### config.mk
export PLATFORM = sky130hd
export DESIGN_NAME = irq_ctrl
export DESIGN_NICKNAME = d
export VERILOG_FILES = /design/src/common/irq_pkg.sv /design/src/core/irq_ctrl.sv
export SDC_FILE = /design/constraint.sdc
export NUM_CORES = 1
export LEC_CHECK = 0
export ABC_AREA = 1
export BUFFER_PORTS_ARGS = -buffer_cell sky130_fd_sc_hd__buf_4
export CORE_MARGIN = 1.5
export CORE_UTILIZATION = 45
export CTS_CLUSTER_SIZE = 40
export DETAILED_ROUTE_END_ITERATION = 16
export PLACE_DENSITY = 0.69
export SYNTH_ARGS = -nofsm -noshare
export SYNTH_HDL_FRONTEND = slang
export SYNTH_HIERARCHICAL = 1
export SYNTH_SLANG_ARGS = --single-unit
### constraint.sdc
create_clock -name clock -period 3.1 [get_ports clock]
set_input_delay 0.62 -clock clock [delete_from_list [all_inputs] [get_ports clock]]
set_output_delay 0.62 -clock clock [all_outputs]
set_load 0.02 [all_outputs]
### src/common/irq_pkg.sv
// constants, register map and carrier types of the interrupt controller
package irq_pkg;

	// ----------------------------------------------------------------
	// register map, byte addresses on the wishbone bus
	// ----------------------------------------------------------------
	localparam int REG_COUNT = 8;
	localparam logic [4:0] OFS_SUPPLY_MONITOR_CONTROL = 5'h00;
	localparam logic [4:0] OFS_PIN_EDGE_SELECT = 5'h04;
	localparam logic [4:0] OFS_PRIMARY_IRQ_CTRL_0 = 5'h08;
	localparam logic [4:0] OFS_PRIMARY_IRQ_CTRL_1 = 5'h0C;
	localparam logic [4:0] OFS_PRIMARY_IRQ_CTRL_2 = 5'h10;
	localparam logic [4:0] OFS_SHARED_IRQ_GROUP_0 = 5'h14;
	localparam logic [4:0] OFS_SHARED_IRQ_GROUP_1 = 5'h18;
	localparam logic [4:0] OFS_SHARED_IRQ_GROUP_2 = 5'h1C;

	// register indices (byte address / 4)
	localparam int IDX_MON = 0;
	localparam int IDX_EDGE = 1;
	localparam int IDX_PRI0 = 2;
	localparam int IDX_PRI1 = 3;
	localparam int IDX_PRI2 = 4;
	localparam int IDX_GRP0 = 5;
	localparam int IDX_GRP1 = 6;
	localparam int IDX_GRP2 = 7;

	// ----------------------------------------------------------------
	// field positions
	// ----------------------------------------------------------------
	localparam int BIT_LOW_SUPPLY_STATUS = 5;
	localparam int BIT_SUPPLY_MONITOR_ON = 4;
	localparam int BIT_THRESHOLD_LSB = 0;
	localparam int BIT_PIN_B_EDGE_LSB = 2;
	localparam int BIT_PIN_A_EDGE_LSB = 0;
	localparam int BIT_SHARED_GROUP0_FLAG = 6;
	localparam int BIT_COMPARATOR_IRQ_FLAG = 5;
	localparam int BIT_PIN_A_IRQ_FLAG = 4;
	localparam int BIT_GLOBAL_IRQ_ENABLE = 0;
	localparam int BIT_SUPPLY_IRQ_FLAG = 4;
	localparam int BIT_SUPPLY_IRQ_ENABLE = 0;

	// writable bits per register; everything else reads zero except the live status bit 5 of the monitor register
	localparam logic [7:0] WMASK_MON = 8'h17;
	localparam logic [7:0] WMASK_EDGE = 8'h0F;
	localparam logic [7:0] WMASK_PRI0 = 8'h7F;
	localparam logic [7:0] WMASK_PRI = 8'hFF;
	localparam logic [7:0] WMASK_GRP02 = 8'h33;
	localparam logic [7:0] WMASK_GRP1 = 8'hFF;
	localparam logic [7:0] REG_RESET = 8'h00;

	// ----------------------------------------------------------------
	// edge select encodings
	// ----------------------------------------------------------------
	localparam logic [1:0] EDGE_OFF = 2'h0;
	localparam logic [1:0] EDGE_RISE = 2'h1;
	localparam logic [1:0] EDGE_FALL = 2'h2;
	localparam logic [1:0] EDGE_BOTH = 2'h3;

	// ----------------------------------------------------------------
	// timing
	// ----------------------------------------------------------------
	localparam int CLOCK_MHZ = 100;
	localparam int MONITOR_IRQ_DELAY_NS = 10000;
	localparam int MONITOR_IRQ_DELAY_CYC = (MONITOR_IRQ_DELAY_NS * CLOCK_MHZ + 999) / 1000;

	// one-cycle event pulses from the peripherals
	typedef struct packed {
		logic comparator;
		logic converter;
		logic time_base_0;
		logic time_base_1;
		logic serial_if;
		logic uart;
		logic eeprom;
		logic stm_period;
		logic stm_compare;
		logic ctm_period;
		logic ctm_compare;
		logic ptm_period;
		logic ptm_compare;
	} periph_events_t;

endpackage

### src/core/irq_ctrl.sv
// interrupt flag and enable logic with supply monitor and external pins
// ----------------------------------------------------------------
// Overview of operation
// RULE1: three-bit threshold select, eight levels
// RULE2: status bit 5 follows supply below threshold
// RULE3: monitor runs only when bit 4 set
// RULE4: sleep mode disables the monitor
// RULE5: software waits for monitor to settle
// RULE6: software tolerates status chatter near threshold
// RULE7: supply flag set after fixed delay
// RULE8: set supply flag wakes from idle
// RULE9: supply interrupt goes through shared group 2
// RULE10: monitor control bits 7, 6, 3 read zero
// RULE11: two-bit edge select per pin
// RULE12: pin b field 3:2, pin a 1:0
// RULE13: edge select upper nibble reads zero
// RULE14: trigger sets flag; each source has enable
// RULE15: three shared groups with summary flag, enable
// RULE16: full set of peripheral and pin sources
// RULE17: primary register 0 bit layout
// RULE18: comparator flag gated by its enable
// RULE19: primary register 0 bit 7 reads zero
// RULE20: flag kept when disabled, no request raised
// RULE21: global enable low blocks all requests
// RULE22: service entry clears global enable
// RULE23: supply flag bit 4, enable bit 0
// RULE24: summary flag set from enabled sub-flags
// RULE25: pins synchronised, one flag per edge
// ----------------------------------------------------------------
//
// The implementer's own choices: the Wishbone register port and the register addresses.
`timescale 1ns/1ps

// three-stage synchroniser; output moves only when stages two and three agree
module sync3
(
	// clock and reset
	input wire logic clock,
	input wire logic rst,
	// async level in, filtered level out
	input wire logic async_in,
	output logic level_o
);
	logic s1_r;
	logic s2_r;
	logic s3_r;

	// first stage feeds only the second
	always_ff @(posedge clock or posedge rst)
	begin
		if (rst)
		begin
			s1_r <= 1'b0;
			s2_r <= 1'b0;
			s3_r <= 1'b0;
		end
		else
		begin
			s1_r <= async_in;
			s2_r <= s1_r;
			s3_r <= s2_r;
		end
	end

	// agreement gate keeps a single glitchy sample from counting
	always_ff @(posedge clock or posedge rst)
	begin
		if (rst)
			level_o <= 1'b0;
		else if (s2_r == s3_r)
			level_o <= s3_r;
	end
endmodule

module irq_ctrl
(
	// clock and reset
	input wire logic clock,
	input wire logic rst,
	// wishbone classic slave
	input wire logic wb_cyc_i,
	input wire logic wb_stb_i,
	input wire logic wb_we_i,
	input wire logic [4:0] wb_adr_i,
	input wire logic [31:0] wb_dat_i,
	input wire logic [3:0] wb_sel_i,
	output logic [31:0] wb_dat_o,
	output logic wb_ack_o,
	// supply monitor analog side
	input wire logic supply_below,
	output logic [2:0] threshold_select,
	output logic supply_monitor_power,
	// external interrupt pins
	input wire logic ext_pin_a,
	input wire logic ext_pin_b,
	// peripheral events and power modes
	input wire irq_pkg::periph_events_t events,
	input wire logic sleep_mode,
	input wire logic idle_mode,
	// processor core side
	input wire logic irq_taken,
	output logic irq_req,
	output logic wake_req
);
	logic [7:0] regs_r [irq_pkg::REG_COUNT];
	logic [7:0] regs_nxt [irq_pkg::REG_COUNT];
	logic [7:0] set_vec [irq_pkg::REG_COUNT];
	logic [7:0] wmask [irq_pkg::REG_COUNT];
	logic bus_hit;
	logic bus_wr;
	logic [2:0] bus_idx;
	logic [31:0] rd_data;
	logic supply_low_sync;
	logic pin_a_sync;
	logic pin_b_sync;
	logic pin_a_prev_r;
	logic pin_b_prev_r;
	logic pin_a_hit;
	logic pin_b_hit;
	logic monitor_active;
	logic low_status;
	logic [10:0] delay_cnt_r;
	logic monitor_fire;
	logic [2:0] grp_sum;
	logic pri_pending;
	logic any_flag;

	// ----------------------------------------------------------------
	// synchronisers and pin edge detection
	// ----------------------------------------------------------------
	sync3 u_sync_supply (.clock(clock), .rst(rst), .async_in(supply_below),
		.level_o(supply_low_sync));
	sync3 u_sync_pin_a (.clock(clock), .rst(rst), .async_in(ext_pin_a),
		.level_o(pin_a_sync)); // [RULE25]
	sync3 u_sync_pin_b (.clock(clock), .rst(rst), .async_in(ext_pin_b),
		.level_o(pin_b_sync)); // [RULE25]

	// previous filtered pin levels for edge detection
	always_ff @(posedge clock or posedge rst)
	begin
		if (rst)
		begin
			pin_a_prev_r <= 1'b0;
			pin_b_prev_r <= 1'b0;
		end
		else
		begin
			pin_a_prev_r <= pin_a_sync;
			pin_b_prev_r <= pin_b_sync;
		end
	end

	// edge decode per select field
	function automatic logic edge_hit(input logic [1:0] sel, input logic now, input logic prev);
		logic rise;
		logic fall;
		rise = now & ~prev;
		fall = ~now & prev;
		case (sel)
			irq_pkg::EDGE_OFF: edge_hit = 1'b0;
			irq_pkg::EDGE_RISE: edge_hit = rise;
			irq_pkg::EDGE_FALL: edge_hit = fall;
			irq_pkg::EDGE_BOTH: edge_hit = rise | fall;
			default: edge_hit = 1'b0;
		endcase
	endfunction

	// each filtered edge lasts one cycle, so each sets the flag once
	assign pin_a_hit = edge_hit(regs_r[irq_pkg::IDX_EDGE][irq_pkg::BIT_PIN_A_EDGE_LSB +: 2],
		pin_a_sync, pin_a_prev_r); // [RULE11] [RULE12]
	assign pin_b_hit = edge_hit(regs_r[irq_pkg::IDX_EDGE][irq_pkg::BIT_PIN_B_EDGE_LSB +: 2],
		pin_b_sync, pin_b_prev_r); // [RULE11] [RULE12]

	// ----------------------------------------------------------------
	// supply monitor
	// ----------------------------------------------------------------
	// status is meaningless while powered down, so it is forced low
	assign monitor_active = regs_r[irq_pkg::IDX_MON][irq_pkg::BIT_SUPPLY_MONITOR_ON]
		& ~sleep_mode; // [RULE3] [RULE4]
	assign low_status = monitor_active & supply_low_sync; // [RULE2]

	// delay from status high to flag; restarts whenever status drops
	always_ff @(posedge clock or posedge rst)
	begin
		if (rst)
			delay_cnt_r <= 11'h000;
		else if (!low_status)
			delay_cnt_r <= 11'h000;
		else if (delay_cnt_r != 11'(irq_pkg::MONITOR_IRQ_DELAY_CYC))
			delay_cnt_r <= delay_cnt_r + 11'h001; // [RULE7]
	end

	// single pulse when the count is reached
	assign monitor_fire = low_status
		& (delay_cnt_r == 11'(irq_pkg::MONITOR_IRQ_DELAY_CYC - 1)); // [RULE7]

	// analog controls from flops
	always_ff @(posedge clock or posedge rst)
	begin
		if (rst)
		begin
			threshold_select <= 3'h0;
			supply_monitor_power <= 1'b0;
		end
		else
		begin
			threshold_select <= regs_r[irq_pkg::IDX_MON][irq_pkg::BIT_THRESHOLD_LSB +: 3]; // [RULE1]
			supply_monitor_power <= monitor_active; // [RULE3] [RULE4]
		end
	end

	// ----------------------------------------------------------------
	// flag set sources
	// ----------------------------------------------------------------
	// group summary: any sub-flag whose enable is high
	always_comb
	begin
		grp_sum[0] = |(regs_r[irq_pkg::IDX_GRP0][7:4] & regs_r[irq_pkg::IDX_GRP0][3:0]);
		grp_sum[1] = |(regs_r[irq_pkg::IDX_GRP1][7:4] & regs_r[irq_pkg::IDX_GRP1][3:0]);
		grp_sum[2] = |(regs_r[irq_pkg::IDX_GRP2][7:4] & regs_r[irq_pkg::IDX_GRP2][3:0]); // [RULE24]
	end

	// hardware set vectors, flags in the upper nibble
	always_comb
	begin
		set_vec[irq_pkg::IDX_MON] = 8'h00;
		set_vec[irq_pkg::IDX_EDGE] = 8'h00;
		set_vec[irq_pkg::IDX_PRI0] = {1'b0, grp_sum[0], events.comparator, pin_a_hit, 4'h0}; // [RULE17] [RULE18]
		set_vec[irq_pkg::IDX_PRI1] = {events.time_base_0, events.converter, grp_sum[2],
			grp_sum[1], 4'h0}; // [RULE15]
		set_vec[irq_pkg::IDX_PRI2] = {events.uart, events.serial_if, pin_b_hit,
			events.time_base_1, 4'h0}; // [RULE16]
		set_vec[irq_pkg::IDX_GRP0] = {2'h0, events.stm_compare, events.stm_period, 4'h0};
		set_vec[irq_pkg::IDX_GRP1] = {events.ctm_compare, events.ctm_period, events.ptm_compare,
			events.ptm_period, 4'h0};
		set_vec[irq_pkg::IDX_GRP2] = {2'h0, events.eeprom, monitor_fire, 4'h0}; // [RULE9] [RULE23]
	end

	// writable bits; unimplemented bits stay zero
	always_comb
	begin
		wmask[irq_pkg::IDX_MON] = irq_pkg::WMASK_MON; // [RULE10]
		wmask[irq_pkg::IDX_EDGE] = irq_pkg::WMASK_EDGE; // [RULE13]
		wmask[irq_pkg::IDX_PRI0] = irq_pkg::WMASK_PRI0; // [RULE19]
		wmask[irq_pkg::IDX_PRI1] = irq_pkg::WMASK_PRI;
		wmask[irq_pkg::IDX_PRI2] = irq_pkg::WMASK_PRI;
		wmask[irq_pkg::IDX_GRP0] = irq_pkg::WMASK_GRP02;
		wmask[irq_pkg::IDX_GRP1] = irq_pkg::WMASK_GRP1;
		wmask[irq_pkg::IDX_GRP2] = irq_pkg::WMASK_GRP02;
	end

	// ----------------------------------------------------------------
	// wishbone slave
	// ----------------------------------------------------------------
	assign bus_hit = wb_cyc_i & wb_stb_i & ~wb_ack_o;
	assign bus_wr = bus_hit & wb_we_i & wb_sel_i[0];
	assign bus_idx = wb_adr_i[4:2];

	// next register values; a hardware set wins over a software clear
	always_comb
	begin
		for (int i = 0; i < irq_pkg::REG_COUNT; i++)
		begin
			regs_nxt[i] = regs_r[i];
			if (bus_wr && bus_idx == 3'(i))
				regs_nxt[i] = wb_dat_i[7:0] & wmask[i];
			regs_nxt[i] = regs_nxt[i] | set_vec[i]; // [RULE14] [RULE20]
		end
		// entering service drops the global enable, flags keep recording
		if (irq_taken)
			regs_nxt[irq_pkg::IDX_PRI0][irq_pkg::BIT_GLOBAL_IRQ_ENABLE] = 1'b0; // [RULE22]
	end

	// register file
	always_ff @(posedge clock or posedge rst)
	begin
		if (rst)
		begin
			for (int i = 0; i < irq_pkg::REG_COUNT; i++)
				regs_r[i] <= irq_pkg::REG_RESET;
		end
		else
		begin
			for (int i = 0; i < irq_pkg::REG_COUNT; i++)
				regs_r[i] <= regs_nxt[i];
		end
	end

	// read mux; status bit is live, not stored
	always_comb
	begin
		rd_data = 32'h0000_0000;
		rd_data[7:0] = regs_r[bus_idx];
		if (bus_idx == 3'(irq_pkg::IDX_MON))
			rd_data[irq_pkg::BIT_LOW_SUPPLY_STATUS] = low_status; // [RULE2]
	end

	// one-cycle ack, then a gap before the next request
	always_ff @(posedge clock or posedge rst)
	begin
		if (rst)
		begin
			wb_ack_o <= 1'b0;
			wb_dat_o <= 32'h0000_0000;
		end
		else
		begin
			wb_ack_o <= bus_hit;
			wb_dat_o <= bus_hit ? rd_data : 32'h0000_0000;
		end
	end

	// ----------------------------------------------------------------
	// request to the core and wake-up
	// ----------------------------------------------------------------
	assign pri_pending =
		|(regs_r[irq_pkg::IDX_PRI0][6:4] & regs_r[irq_pkg::IDX_PRI0][3:1])
		| |(regs_r[irq_pkg::IDX_PRI1][7:4] & regs_r[irq_pkg::IDX_PRI1][3:0])
		| |(regs_r[irq_pkg::IDX_PRI2][7:4] & regs_r[irq_pkg::IDX_PRI2][3:0]); // [RULE18] [RULE20]

	assign any_flag = |regs_r[irq_pkg::IDX_PRI0][6:4] | |regs_r[irq_pkg::IDX_PRI1][7:4]
		| |regs_r[irq_pkg::IDX_PRI2][7:4] | |regs_r[irq_pkg::IDX_GRP0][7:4]
		| |regs_r[irq_pkg::IDX_GRP1][7:4] | |regs_r[irq_pkg::IDX_GRP2][7:4];

	// request dropped at once on service entry to avoid a double take
	always_ff @(posedge clock or posedge rst)
	begin
		if (rst)
		begin
			irq_req <= 1'b0;
			wake_req <= 1'b0;
		end
		else
		begin
			irq_req <= regs_r[irq_pkg::IDX_PRI0][irq_pkg::BIT_GLOBAL_IRQ_ENABLE]
				& pri_pending & ~irq_taken; // [RULE21]
			wake_req <= idle_mode & any_flag; // [RULE8]
		end
	end
endmodule

# [Word level (Yosys, flattened, before mapping)]
# Index checks and enable logic that the tools add are counted.
[totals] register_bits=96 word_cells=132
[op_classes] n_addsub=1 mux=16 magnitude_cmp=1 eq_ne=19 bitwise=43 reduce_logical=23
[op_table] cell="$mux 8" n=9
[op_table] cell="$reduce_or 4->1" n=10
[op_table] cell="$bmux 8 s3" n=1
[op_table] cell="$or 8x8->8" n=3
[op_table] cell="$mux 11" n=2
[op_table] cell="$and 4x4->4" n=5
[op_table] cell="$or 8x6->8" n=2
[op_table] cell="$and 1x1->1" n=14
[op_table] cell="$eq 3x3->1 const B" n=4
[op_table] cell="$add 11x1->11 const B" n=1
[op_table] cell="$eq 11x10->1 const B" n=1
[op_table] cell="$ne 11x10->1 const B" n=1
[op_table] cell="$or 1x1->1" n=9
[op_table] cell="$eq 2x2->1 const B" n=4
[op_table] cell="$logic_and 1x1->1" n=8
[op_table] cell="$or 8x7->8" n=1
[op_table] cell="$pmux 1 s4" n=2
[op_table] cell="$not 1->1" n=7
[op_table] cell="$eq 3x2->1 const B" n=2
[op_table] cell="$reduce_or 3->1" n=2
[op_table] cell="$eq 2x1->1 const B" n=2
[op_table] cell="$ge 4x4->1 const B" n=1
[op_table] cell="$logic_not 2->1" n=2
[op_table] cell="$not 3->4" n=1
[op_table] cell="other kinds (6)" n=9

# [Longest topological paths before layout]
# Gate-level depths: netlist of run 1.
[logic_depth] word_depth=8 mapped_depth=8 ltp_nobuf=7

# [By module]
# Netlist of run 1, hierarchy kept.
[by_module_without_submodules] module="irq_ctrl" cells_each=512 area_per_inst_um2=3973.8 seq_area_each_um2=1876.8 n_inst=1
[by_module_without_submodules] module="sync3" cells_each=9 area_per_inst_um2=120.1 seq_area_each_um2=100.1 n_inst=3

# [Worst setup path after synthesis of run 1]
# Ideal clock, no wire load.
[synth_timing] kind="in2reg" from="in wb_adr_i[4]" to="reg regs_r[13] (netlist bit)" stages=7 t_required_ns=2.979 arrival_ns=1.372 path_buffers=2 setup_slack_ns=1.607 cell_sequence="buf_4 -> inv_2 -> nor2_1 -> nand2_1 -> buf_2 -> a21oi_1 -> nand2_1"
[synth_rtl] element="start, declared" line_no="irq_ctrl.sv:84" text="input wire logic [4:0] wb_adr_i,"
[synth_rtl] element="end signal, assigned by index" line_no="irq_ctrl.sv:280" text="regs_r[i] <= irq_pkg::REG_RESET;"
[synth_rtl] element="end signal, assigned by index" line_no="irq_ctrl.sv:285" text="regs_r[i] <= regs_nxt[i];"
[synth_rtl] element="end, declared" line_no="irq_ctrl.sv:105" text="logic [7:0] regs_r [irq_pkg::REG_COUNT];"

==> impl_summary.log, run 1 <==
INFO  metric synth.avg_cell_area = 8.04 um^2
INFO  metric yosys_warnings = 6
INFO  metric synth-edff-count = 0
INFO  metric rsz0062_at_grt = no
INFO  metric antenna_cells_inserted = 0
INFO  metric synth.area.top_cells = sky130_fd_sc_hd__dfrtp_1, sky130_fd_sc_hd__nand2_1, sky130_fd_sc_hd__nand3_1
INFO  metric largest_net_degree_at_the_start_of_global_routing = 41
INFO  metric synth_top_area_cell = sky130_fd_sc_hd__dfrtp_1
INFO  metric fin_skew = 0.00985 ns
INFO  metric synth_most_common_cell = sky130_fd_sc_hd__nand2_1
INFO  metric drt_pre_antenna_iters = 5
INFO  metric cp_data_arrival_time = a little over 2 ns
INFO  metric drtIter0Drc = between 200 and 300
INFO  metric critPathSlowestCell = sky130_fd_sc_hd__dfrtp_1
INFO  metric die_area = 10200 um^2
INFO  metric timing.final.crit_period = 1.79 ns
INFO  metric row_count = 35
INFO  metric number_of_buffers_between_clock_root_and_the_deepest_sink = 2
INFO  metric highest_clock_rate = roughly 560 MHz
INFO  metric hold_violations = 0
INFO  metric holdBufCountCts = 0
INFO  metric critical-path-top-cell-by-count = sky130_fd_sc_hd__nand2_1
INFO  metric floorplan.initialDensity = 0.467
INFO  metric path_class = flop to flop
INFO  metric tritoncts = yes
INFO  metric period_share = 0.578
INFO  metric startpoint_type = flop
INFO  metric gp_congestion = 0.970
INFO  metric yosysTopAreaCellShare = 0.502
INFO  metric max_slew_vio_count = 0
INFO  metric synthesis.instances = between 500 and 600
INFO  metric worst_hold_path_type = input pin to async pin
INFO  metric first_global_vias = 3541
INFO  metric final.hold.worst_slack = 0.175 ns
INFO  metric setup_tns = 0 ns
INFO  metric route.vias.total = 3709
INFO  metric clock_tree.htree_level_count = 3
INFO  metric layout-drive-gt1-share = 0.135
INFO  metric global_route.overflow_total = 0
INFO  metric leakagePower = ~2.4 nW
INFO  metric outcome = complete, no violations
INFO  metric routed_wire_length_per_instance = approximately 14 um
INFO  metric synthArstFlopShare = 1.00
INFO  metric synth.top_cells.by_count = sky130_fd_sc_hd__nand2_1, sky130_fd_sc_hd__dfrtp_1, sky130_fd_sc_hd__inv_1
INFO  metric global_route.usage.total = 0.212
INFO  metric cts_repair_resize_count = 0
INFO  metric clock_sink_count = 87
INFO  metric number_of_clock_buffers_inserted_by_tritoncts = 9
INFO  metric detailedPlacementHpwl = 7460 um
INFO  metric setup.reg_to_reg.worst_slack = 1.31 ns
INFO  metric io_pins = 104
INFO  metric synth-seq-area-share = 0.502
INFO  metric die_width = approximately 100 um
INFO  metric cts.clk_slew.worst_paths = 0.08 ns
INFO  metric worstSetupEndpointType = flop
INFO  metric synth.lib_cells_used.distinct = 26
INFO  metric post_drt_via_cell_ratio = 5.14
INFO  metric initial_antenna_violation_count = 0
INFO  metric coreArea = between 9000 and 10000 um^2
INFO  metric synth.ff_latch_count = 87
INFO  metric die_height = 101 um
INFO  metric totalWireLength = 10200 um
INFO  metric syn_to_final_growth = 13.7%
INFO  metric path_cells = inv_1 -> nand3_2 -> nor2_4 -> nand2_1 -> a21oi_1 -> nand2_1
INFO  metric numPortBuffers = 50
INFO  metric total_chip_power = between 2 and 2.5 mW
INFO  metric slowest_delay = 0.39 ns
INFO  metric drc = 0
INFO  metric ys_dominant_reg_cell = sky130_fd_sc_hd__dfrtp_1
INFO  metric timing.critical_path.fanout_max = 19
INFO  metric worst-endpoint-required = around 3.3 ns
INFO  metric slew_limit_headroom = 0.479
INFO  metric setup_violation_total_in_the_final_timing_report = 0
INFO  metric finalNetCount = roughly 660
INFO  metric global_route_wire_length_before_repair = 16800 um
INFO  metric route.antenna.remaining_nets = 0
INFO  metric power_density = 494 nW/um^2
INFO  metric post_synth_instance_area = about 4300 um^2
INFO  metric cts-root-buf = sky130_fd_sc_hd__clkbuf_8
INFO  metric postCtsSetupBuffers = 0
INFO  metric vdd_ir_drop_max = 0.240 mV
INFO  metric critPathTopFamily = simple AND/OR/NAND/NOR gates
INFO  metric maxCapViolations = 0
INFO  metric critical_path.n_buffers_inverters = 1
INFO  metric worst_slew_pin_slew = about 0.78 ns
INFO  metric clkLatencyLatePin = 0.36 ns
[worst register-to-register path, cell delays in order, from the launching register on]
cell and delay (ns):
sky130_fd_sc_hd__dfrtp_1 0.39, sky130_fd_sc_hd__inv_1 0.07, sky130_fd_sc_hd__nand3_2 0.15, sky130_fd_sc_hd__nor2_4 0.39, sky130_fd_sc_hd__nand2_1 0.39, sky130_fd_sc_hd__a21oi_1 0.24
sky130_fd_sc_hd__nand2_1 0.06
[cells in the final DEF (no fill, tap or decap), types with 2 or more instances in the layout]
cell	instances
sky130_fd_sc_hd__nand2_1	160
sky130_fd_sc_hd__dfrtp_1	87
sky130_fd_sc_hd__buf_4	51
sky130_fd_sc_hd__inv_1	49
sky130_fd_sc_hd__nand3_1	47
sky130_fd_sc_hd__nor2_1	46
sky130_fd_sc_hd__o21ai_0	29
sky130_fd_sc_hd__a21oi_1	25
sky130_fd_sc_hd__conb_1	24
sky130_fd_sc_hd__nand4_1	17
sky130_fd_sc_hd__clkbuf_8	12
sky130_fd_sc_hd__o21ai_1	9
sky130_fd_sc_hd__ha_1	6
sky130_fd_sc_hd__inv_2	4
sky130_fd_sc_hd__o211ai_1	4
sky130_fd_sc_hd__nor3_1	4
sky130_fd_sc_hd__nor2_4	3
sky130_fd_sc_hd__nor2_2	3
sky130_fd_sc_hd__nand3_2	2
sky130_fd_sc_hd__a22o_1	2
sky130_fd_sc_hd__clkbuf_1	2
[layer usage]
layer,up-vias,global-route usage,part of all wire,wire length (um)
met5,-,0,0,0
met1,1747,0.289,0.44,4450
li1,1785,-,-,-
met2,159,0.335,0.47,4820
met3,18,0.0524,0.068,696
met4,0,0.0705,0.020,199
[flip-flops by register name, summed over array words and instances (netlist names), 3 cells and up]
| name | count |
|---|---|
| regs_r | 47 |
| delay_cnt_r | 11 |
| wb_dat_o | 8 |
| threshold_select | 3 |
[power by group]
| group | internal, mW | switching, mW |
|---|---|---|
| combinational | 0.119 | 0.209 |
| sequential | 1.21 | 0.0642 |
| clock | 0.440 | 0.392 |
| total | 1.77 | 0.666 |
[cells by family after synthesis]
group | after synthesis | synth area share
compound gates | 69 | 0.0837
xor+xnor | 1 | 0.00202
fa+ha+maj | 6 | 0.0173
buf+inv | 90 | 0.107
flops | 87 | 0.502
other cells | 1 | 0.000865
simple gates | 285 | 0.286
[area by class of cell]
class,count,area (um^2)
flip-flops and latches,87,2180
multi-input cells,385,1780
clock buffers,14,173
clock inverters,2,37.5
inverters,53,199
repair buffers,52,403
fillers,893,4360
well taps,129,161
[per-stage QoR]
stage               setup WS, ns   util  cells  instance area (um^2)
floorplan                  0.570      -    562                  4420
global placement            1.03  0.508    706                  4720
detailed placement          1.02  0.508    706                  4720
CTS                         1.34  0.531    722                  4930
global route                1.12  0.531    722                  4930
finish                      1.31  0.531    722                  4930
[worst paths after layout]
kind                                    startpoint  depth (start not counted)            endpoint
worst max-delay path                      wb_ack_o                          6          regs_r[12]
worst min register to register  u_sync_supply/s1_r                          0  u_sync_supply/s2_r
max in group asynchronous                      rst                          3          regs_r[13]
worst max register to register            wb_ack_o                          6          regs_r[12]
min in group clock              u_sync_supply/s1_r                          0  u_sync_supply/s2_r
worst min-delay path                           rst                          2   u_sync_pin_a/s3_r
(Power assumes the default switching activity.)
==> run 2, diff against run 1 <==
Settings changed: PLACE_DENSITY 0.69 to 0.72.
Clock period 3.1 ns to 1.6 ns, I/O delays scaled along.
==> run 2 against run 1 <==
  * Die area did not move
  * Routed wire length rose by 1.8%
  * Maximum frequency up 25%
  * Largest cell class unchanged
  * Sequential power grew 94%
  * First-iteration DRC count is 31% lower
  * Global-route usage increased by 0.31 points
==> impl_summary.log, run 2 (synthesis results as in run 1) <==
INFO  metric timing.final.crit_period = 1.44 ns (-0.357 ns)
INFO  metric initial_antenna_violation_count = 0 (unchanged)
INFO  metric max_slew_vio_count = 0 (unchanged)
INFO  metric antenna_cells_inserted = 0 (unchanged)
INFO  metric power.share.sequential = 0.524 (about the same)
INFO  metric largest_net_degree_at_the_start_of_global_routing = 76 (+85%)
INFO  metric startpoint_type = flop
INFO  metric coreArea = 9280 um^2 (unchanged)
INFO  metric worst_hold_path.num_cells = 1
INFO  metric drt_pre_antenna_iters = 4 (-1)
INFO  metric worst-r2r-cell-count = 8 (+2)
INFO  metric routed_wire_length_per_instance = 14.0 um (-0.90%)
INFO  metric worstSetupEndpointType = flop
INFO  metric internal_power = 3.37 mW (+90%)
INFO  metric die_height = 101 um (unchanged)
INFO  metric tritoncts = yes
INFO  metric power.switching_fraction = 0.286 (+0.0121)
INFO  metric layout-drive-gt1-share = 0.165 (+0.0299)
INFO  metric number_of_clock_buffers_inserted_by_tritoncts = 9 (unchanged)
INFO  metric cp_data_arrival_time = 1.70 ns (-0.33 ns)
INFO  metric maxCapViolations = 0 (unchanged)
INFO  metric io_pins = 104 (unchanged)
INFO  metric worst_hold_path_type = input pin to flop
INFO  metric setup.reg_to_reg.worst_slack = 0.16 ns (-1.14 ns)
INFO  metric worst-endpoint-required = 1.86 ns (-1.48 ns)
INFO  metric hold_violations = 0 (unchanged)
INFO  metric power_density = 929 nW/um^2 (+88%)
INFO  metric switching_pwr = 1.35 mW (+100%)
INFO  metric gp_congestion = 0.946 (-2.5%)
INFO  metric p_clk_frac = 0.335 (-0.007)
INFO  metric first_global_vias = 3597 (+1.6%)
INFO  metric post_drt_via_cell_ratio = 5.08 (-1.2%)
INFO  metric highest_clock_rate = 696 MHz (+25%)
INFO  metric drtIter0Drc = 206 (-31%)
INFO  metric detailedPlacementHpwl = 7840 um (+5.1%)
INFO  metric drc = 0 (unchanged)
INFO  metric syn_to_final_growth = 17.2%
INFO  metric die_area = 10200 um^2 (unchanged)
INFO  metric mostFrequentLayoutCells = sky130_fd_sc_hd__nand2_1, sky130_fd_sc_hd__dfrtp_1, sky130_fd_sc_hd__buf_4
INFO  metric global_route.usage.total = 0.215 (+0.00314)
INFO  metric vdd_ir_drop_max = 0.442 mV (+84%)
INFO  metric worst_r2r_startpoint = wb_ack_o
INFO  metric global_route.overflow_total = 0 (unchanged)
INFO  metric layout.cells.most_common = sky130_fd_sc_hd__nand2_1
INFO  metric regArea = 2180 um^2 (unchanged)
INFO  metric post-route-worst-setup-slack = 0.164 ns (-1.14 ns)
INFO  metric leakagePower = 2.50 nW (+3.6%)
INFO  metric number_of_buffers_between_clock_root_and_the_deepest_sink = 2 (unchanged)
INFO  metric clock_sink_count = 87 (unchanged)
INFO  metric numPortBuffers = 50 (unchanged)
INFO  metric clock_tree.htree_level_count = 3 (unchanged)
INFO  metric row_count = 35 (unchanged)
INFO  metric die_width = 101 um (unchanged)
INFO  metric fin_skew = 0.0101 ns (+0.000287 ns)
INFO  metric cts-root-buf = sky130_fd_sc_hd__clkbuf_8
INFO  metric setup_tns = 0 ns (unchanged)
INFO  metric min-delay-start = ext_pin_b
INFO  metric period_share = 0.898 (+0.319)
INFO  metric outcome = complete, no violations
INFO  metric path_class = flop to flop
INFO  metric max_flop_register = regs_r
INFO  metric cts_repair_resize_count = 0 (unchanged)
INFO  metric totalWireLength = 10400 um (+1.8%)
INFO  metric largest_registers = regs_r: 47 flops, delay_cnt_r: 11 flops, wb_dat_o: 8 flops
INFO  metric setup_violation_total_in_the_final_timing_report = 0 (unchanged)
INFO  metric timing.critical_path.fanout_max = 12 (-7)
INFO  metric multi_input_area = 1780 um^2 (unchanged)
INFO  metric clkLatencyLatePin = 0.37 ns (about the same)
INFO  metric finalNetCount = 679 (+3.0%)
INFO  metric route.vias.total = 3767 (+1.6%)
INFO  metric power_frac_comb = 0.141 (+0.006)
INFO  metric dp_worst_setup_slack = 0.132 ns (-0.887 ns)
INFO  metric cts.clk_slew.worst_paths = 0.09 ns (about the same)
INFO  metric largest_register_ff_count = 47 (unchanged)
INFO  metric rsz0062_at_grt = no
INFO  metric global_route_wire_length_before_repair = 17100 um (+1.6%)
INFO  metric floorplan.initialDensity = 0.467 (unchanged)
INFO  metric route.antenna.remaining_nets = 0 (unchanged)
INFO  metric crit_start = wb_ack_o
INFO  metric num-fill-cells = 880 (-1.5%)
## run 2: cell types whose count changed in the layout (fill, tap and decap cells not counted), sizes merged
| cell | before | now |
|---|---|---|
| clkinvlp | 1 | 3 |
| dlygate4sd3 | 0 | 1 |
| buf | 52 | 71 |
| inv | 53 | 54 |
| clkbuf | 14 | 10 |
| clkinv | 0 | 1 |
## run 2: power by group through the flow
stage	Clock [mW]	Sequential [mW]	Combinational (mW)
2_1_floorplan	0	2.50	0.449
3_3_place_gp	0	2.51	0.645
3_5_place_dp	0	2.51	0.664
4_1_cts	1.62	2.47	0.669
5_1_grt	1.72	2.49	0.745
6_report	1.58	2.47	0.663
## run 2: final timing paths
kind                                 endpoint
max                                regs_r[15]
max in group asynchronous          regs_r[37]
min                         u_sync_pin_b/s1_r
min reg2reg                u_sync_supply/s2_r
max reg2reg                        regs_r[15]
min in group asynchronous   u_sync_pin_b/s2_r
## run 2: repair_timing
item                                   CTS  global route
buffers inserted                         0             0
hold buffers                             1             0
endpoints found under the hold margin   12             0
## run 2: layer usage
metal  share of wire  vias up  global-route usage
met2            0.47      116               0.347
met5               0        -                   0
met4           0.026        0               0.104
li1                -     1825                   -
met1            0.46     1804               0.290
met3           0.043       22              0.0262
## run 2: critical path: stages (launching register included)
cell and delay (ns):
sky130_fd_sc_hd__dfrtp_1 0.39, sky130_fd_sc_hd__inv_1 0.07, sky130_fd_sc_hd__nand3_2 0.09, sky130_fd_sc_hd__nor2_4 0.12, sky130_fd_sc_hd__buf_4 0.20, sky130_fd_sc_hd__nand2_1 0.09, sky130_fd_sc_hd__buf_4 0.17, sky130_fd_sc_hd__a21oi_1 0.15
sky130_fd_sc_hd__nand2_1 0.06
## run 2: final cells by class
class | instances | share of cell area
multi-input combinational | 385 | 0.350
inverter | 53 | 0.0399
sequential | 87 | 0.429
clock buffer | 10 | 0.0271
clock inverter | 6 | 0.0133
tap | 129 | 0.0318
timing repair buffer | 72 | 0.109
## run 2: metrics by stage
| stage | hold WS, ns | power [mW] | instances | area, um^2 | utilization |
|---|---|---|---|---|---|
| after floorplan | 0.0861 | 2.95 | 562 | 4420 | - |
| after global placement | 0.247 | 3.15 | 725 | 4860 | 0.524 |
| after detailed placement | 0.253 | 3.18 | 725 | 4860 | 0.524 |
| after CTS | 0.0369 | 4.76 | 742 | 5080 | 0.547 |
| after global routing | 0.0355 | 4.96 | 742 | 5080 | 0.547 |
| final | 0.0523 | 4.72 | 742 | 5080 | 0.547 |
==> run 3, diff against run 2 <==
Settings changed: CORE_ASPECT_RATIO set to 1.4.
==> run 3 against run 2 <==
  * Clock skew is 0.0052 ns lower
  * Maximum frequency is 0.99% lower
  * Cell count is 2.7% lower
  * Sequential share of layout area is 0.70 points lower
  * Register-to-register slack hardly changed
  * Worst hold slack better by 0.039 ns
  * Die area hardly changed
  * Non-clock buffer count stayed put
  * Largest power group unchanged
  * Critical path type unchanged
  * Largest cell class unchanged
==> impl_summary.log, run 3 (synthesis results as in run 1) <==
INFO  metric final-instance-count-excl-fill = 722 (-2.7%)
INFO  metric power.share.sequential = 0.478 (-0.046)
INFO  metric regArea = 2180 um^2 (unchanged)
INFO  metric largest_register_ff_count = 47 (unchanged)
INFO  metric setup.reg_to_reg.worst_slack = 0.15 ns (about the same)
INFO  metric tritoncts = yes
INFO  metric number_of_buffers_between_clock_root_and_the_deepest_sink = 2 (unchanged)
INFO  metric die_height = 119 um (+18%)
INFO  metric highest_clock_rate = 689 MHz (-0.99%)
INFO  metric min-delay-start = ext_pin_a
INFO  metric drc = 0 (unchanged)
INFO  metric path_class = flop to flop
INFO  metric worst-r2r-cell-count = 8 (unchanged)
INFO  metric cp_data_arrival_time = 1.67 ns (-0.03 ns)
INFO  metric hold_violations = 0 (unchanged)
INFO  metric finalNetCount = 679 (unchanged)
INFO  metric clock_tree.htree_level_count = 3 (unchanged)
INFO  metric global_route_wire_length_before_repair = 18000 um (+5.1%)
INFO  metric r2r-end = regs_r[45]
INFO  metric antenna_cells_inserted = 0 (unchanged)
INFO  metric die_area = 10200 um^2 (about the same)
INFO  metric maxCapViolations = 0 (unchanged)
INFO  metric coreArea = 9410 um^2 (+1.3%)
INFO  metric num-fill-cells = 902 (+2.5%)
INFO  metric vdd_ir_drop_max = 0.592 mV (+34%)
INFO  metric power_density = 1000 nW/um^2 (+8.0%)
INFO  metric numPortBuffers = 50 (unchanged)
INFO  metric setup_violation_total_in_the_final_timing_report = 0 (unchanged)
INFO  metric power_frac_comb = 0.131 (-0.010)
INFO  metric io_pins = 104 (unchanged)
INFO  metric startpoint_type = flop
INFO  metric clock_sink_count = 87 (unchanged)
INFO  metric floorplan.initialDensity = 0.461 (-0.00609)
INFO  metric outcome = complete, no violations
INFO  metric detailedPlacementHpwl = 8300 um (+6.0%)
INFO  metric period_share = 0.907 (+0.00895)
INFO  metric mostFrequentLayoutCells = sky130_fd_sc_hd__nand2_1, sky130_fd_sc_hd__dfrtp_1, sky130_fd_sc_hd__buf_4
INFO  metric largest_net_degree_at_the_start_of_global_routing = 33 (-57%)
INFO  metric dp_worst_setup_slack = 0.139 ns (+0.00676 ns)
INFO  metric totalWireLength = 10900 um (+5.0%)
INFO  metric max_slew_vio_count = 0 (unchanged)
INFO  metric rsz0062_at_grt = no
INFO  metric min_delay_worst_endpoint = u_sync_pin_a/s1_r
INFO  metric switching_pwr = 1.33 mW (-1.0%)
INFO  metric drt_pre_antenna_iters = 4 (unchanged)
INFO  metric largest_registers = regs_r: 47 flops, delay_cnt_r: 11 flops, wb_dat_o: 8 flops
INFO  metric row_count = 42 (+20%)
INFO  metric p_clk_frac = 0.391 (+0.056)
INFO  metric total_chip_power = 5.18 mW (+9.8%)
INFO  metric global_route.overflow_total = 0 (unchanged)
INFO  metric route.vias.total = 3675 (-2.4%)
INFO  metric timing.final.crit_period = 1.45 ns (+0.0143 ns)
INFO  metric worst_r2r_startpoint = wb_ack_o
INFO  metric placed_cells = 706 (-2.6%)
INFO  metric worst_hold_path.num_cells = 1 (unchanged)
INFO  metric drtIter0Drc = 263 (+28%)
INFO  metric timing.critical_path.fanout_max = 11 (-1)
INFO  metric initial_antenna_violation_count = 0 (unchanged)
INFO  metric post_drt_via_cell_ratio = 5.09 (+0.26%)
INFO  metric routed_wire_length_per_instance = 15.1 um (+7.9%)
INFO  metric power.switching_fraction = 0.257 (-0.0282)
INFO  metric multi_input_area = 1790 um^2 (+0.56%)
INFO  metric route.antenna.remaining_nets = 0 (unchanged)
INFO  metric worstSetupEndpointType = flop
INFO  metric worst-endpoint-required = 1.82 ns (-0.04 ns)
INFO  metric syn_to_final_growth = 19.1%
INFO  metric number_of_clock_buffers_inserted_by_tritoncts = 9 (unchanged)
INFO  metric gp_congestion = 0.943 (-0.25%)
INFO  metric fin_skew = 0.00495 ns (-0.00518 ns)
INFO  metric post-route-worst-setup-slack = 0.149 ns (-0.0143 ns)
INFO  metric setup_tns = 0 ns (unchanged)
INFO  metric global_route.usage.total = 0.231 (+0.0152)
INFO  metric postCtsSetupBuffers = 0 (unchanged)
INFO  metric internal_power = 3.85 mW (+14%)
INFO  metric layout-drive-gt1-share = 0.163 (-0.00136)
INFO  metric max_flop_register = regs_r
INFO  metric die_width = 85.9 um (-15%)
INFO  metric cts-root-buf = sky130_fd_sc_hd__clkbuf_16
INFO  metric first_global_vias = 3614 (+0.47%)
INFO  metric cts.clk_slew.worst_paths = 0.06 ns (-0.03 ns)
INFO  metric leakagePower = 2.55 nW (+1.9%)
INFO  metric worst_hold_path_type = input pin to flop
INFO  metric layout.cells.most_common = sky130_fd_sc_hd__nand2_1
INFO  metric clkLatencyLatePin = 0.33 ns (-0.04 ns)
## run 3: changes by cell type in the layout (fill, tap and decap cells not counted), sizes merged
cell      previous run  this run
clkinvlp             3         1
clkinv               1         2
inv                 54        52
clkbuf              10        12
## run 3: through the flow
step	utilization	instance area, um^2	hold WS [ns]
finish	0.549	5160	0.0916
detailed placement	0.516	4850	0.247
CTS	0.548	5150	0.0805
global route	0.549	5160	0.0791
global placement	0.516	4850	0.239
floorplan	-	4420	0.0861
## run 3: timing repair
| item | in CTS | in global routing |
|---|---|---|
| resized for setup | 0 | 2 |
| setup endpoints to repair | 0 | 6 |
| hold buffers | 1 | 0 |
| endpoints found under the hold margin | 12 | 0 |
## run 3: how the worst max path moves through the flow
stage / startpoint / endpoint / slack, ns / depth (start not counted)
2_1_floorplan: wb_ack_o / regs_r[13] / 0.25 / 7
4_1_cts: wb_ack_o / regs_r[48] / 0.10 / 7
3_5_place_dp: wb_cyc_i / regs_r[48] / 0.14 / 7
6_report: wb_ack_o / regs_r[45] / 0.15 / 8
5_1_grt: wb_ack_o / regs_r[45] / 0.01 / 8
3_3_place_gp: wb_ack_o / regs_r[51] / 0.16 / 7
## run 3: power groups by stage
stage / logic (mW) / clock network [mW] / registers [mW]
2_1_floorplan: 0.449 / 0 / 2.50
3_3_place_gp: 0.659 / 0 / 2.51
3_5_place_dp: 0.676 / 0 / 2.51
4_1_cts: 0.680 / 2.07 / 2.47
5_1_grt: 0.767 / 2.17 / 2.50
6_report: 0.677 / 2.03 / 2.48
## run 3: routing by layer
layer / GRT usage / vias up / wire, um
li1: - / 1829 / -
met1: 0.279 / 1730 / 4370
met2: 0.392 / 87 / 5640
met3: 0.0347 / 29 / 430
met4: 0.122 / 0 / 434
met5: 0 / - / 0
## run 3: layout make-up
cell class | count | share of cell area
clock buffers | 12 | 0.0477
repair buffers | 72 | 0.110
multi-input cells | 385 | 0.346
well taps | 110 | 0.0267
clock inverters | 3 | 0.00848
inverters | 53 | 0.0393
flip-flops and latches | 87 | 0.422
## run 3: critical path, cell delays in order, from the launching register on
cell and delay, ns:
sky130_fd_sc_hd__dfrtp_1 0.37, sky130_fd_sc_hd__inv_1 0.07, sky130_fd_sc_hd__nand3_2 0.09, sky130_fd_sc_hd__nor2_4 0.20, sky130_fd_sc_hd__buf_4 0.18, sky130_fd_sc_hd__nand2_1 0.05
sky130_fd_sc_hd__buf_4 0.17, sky130_fd_sc_hd__a21oi_1 0.13, sky130_fd_sc_hd__nand2_1 0.07
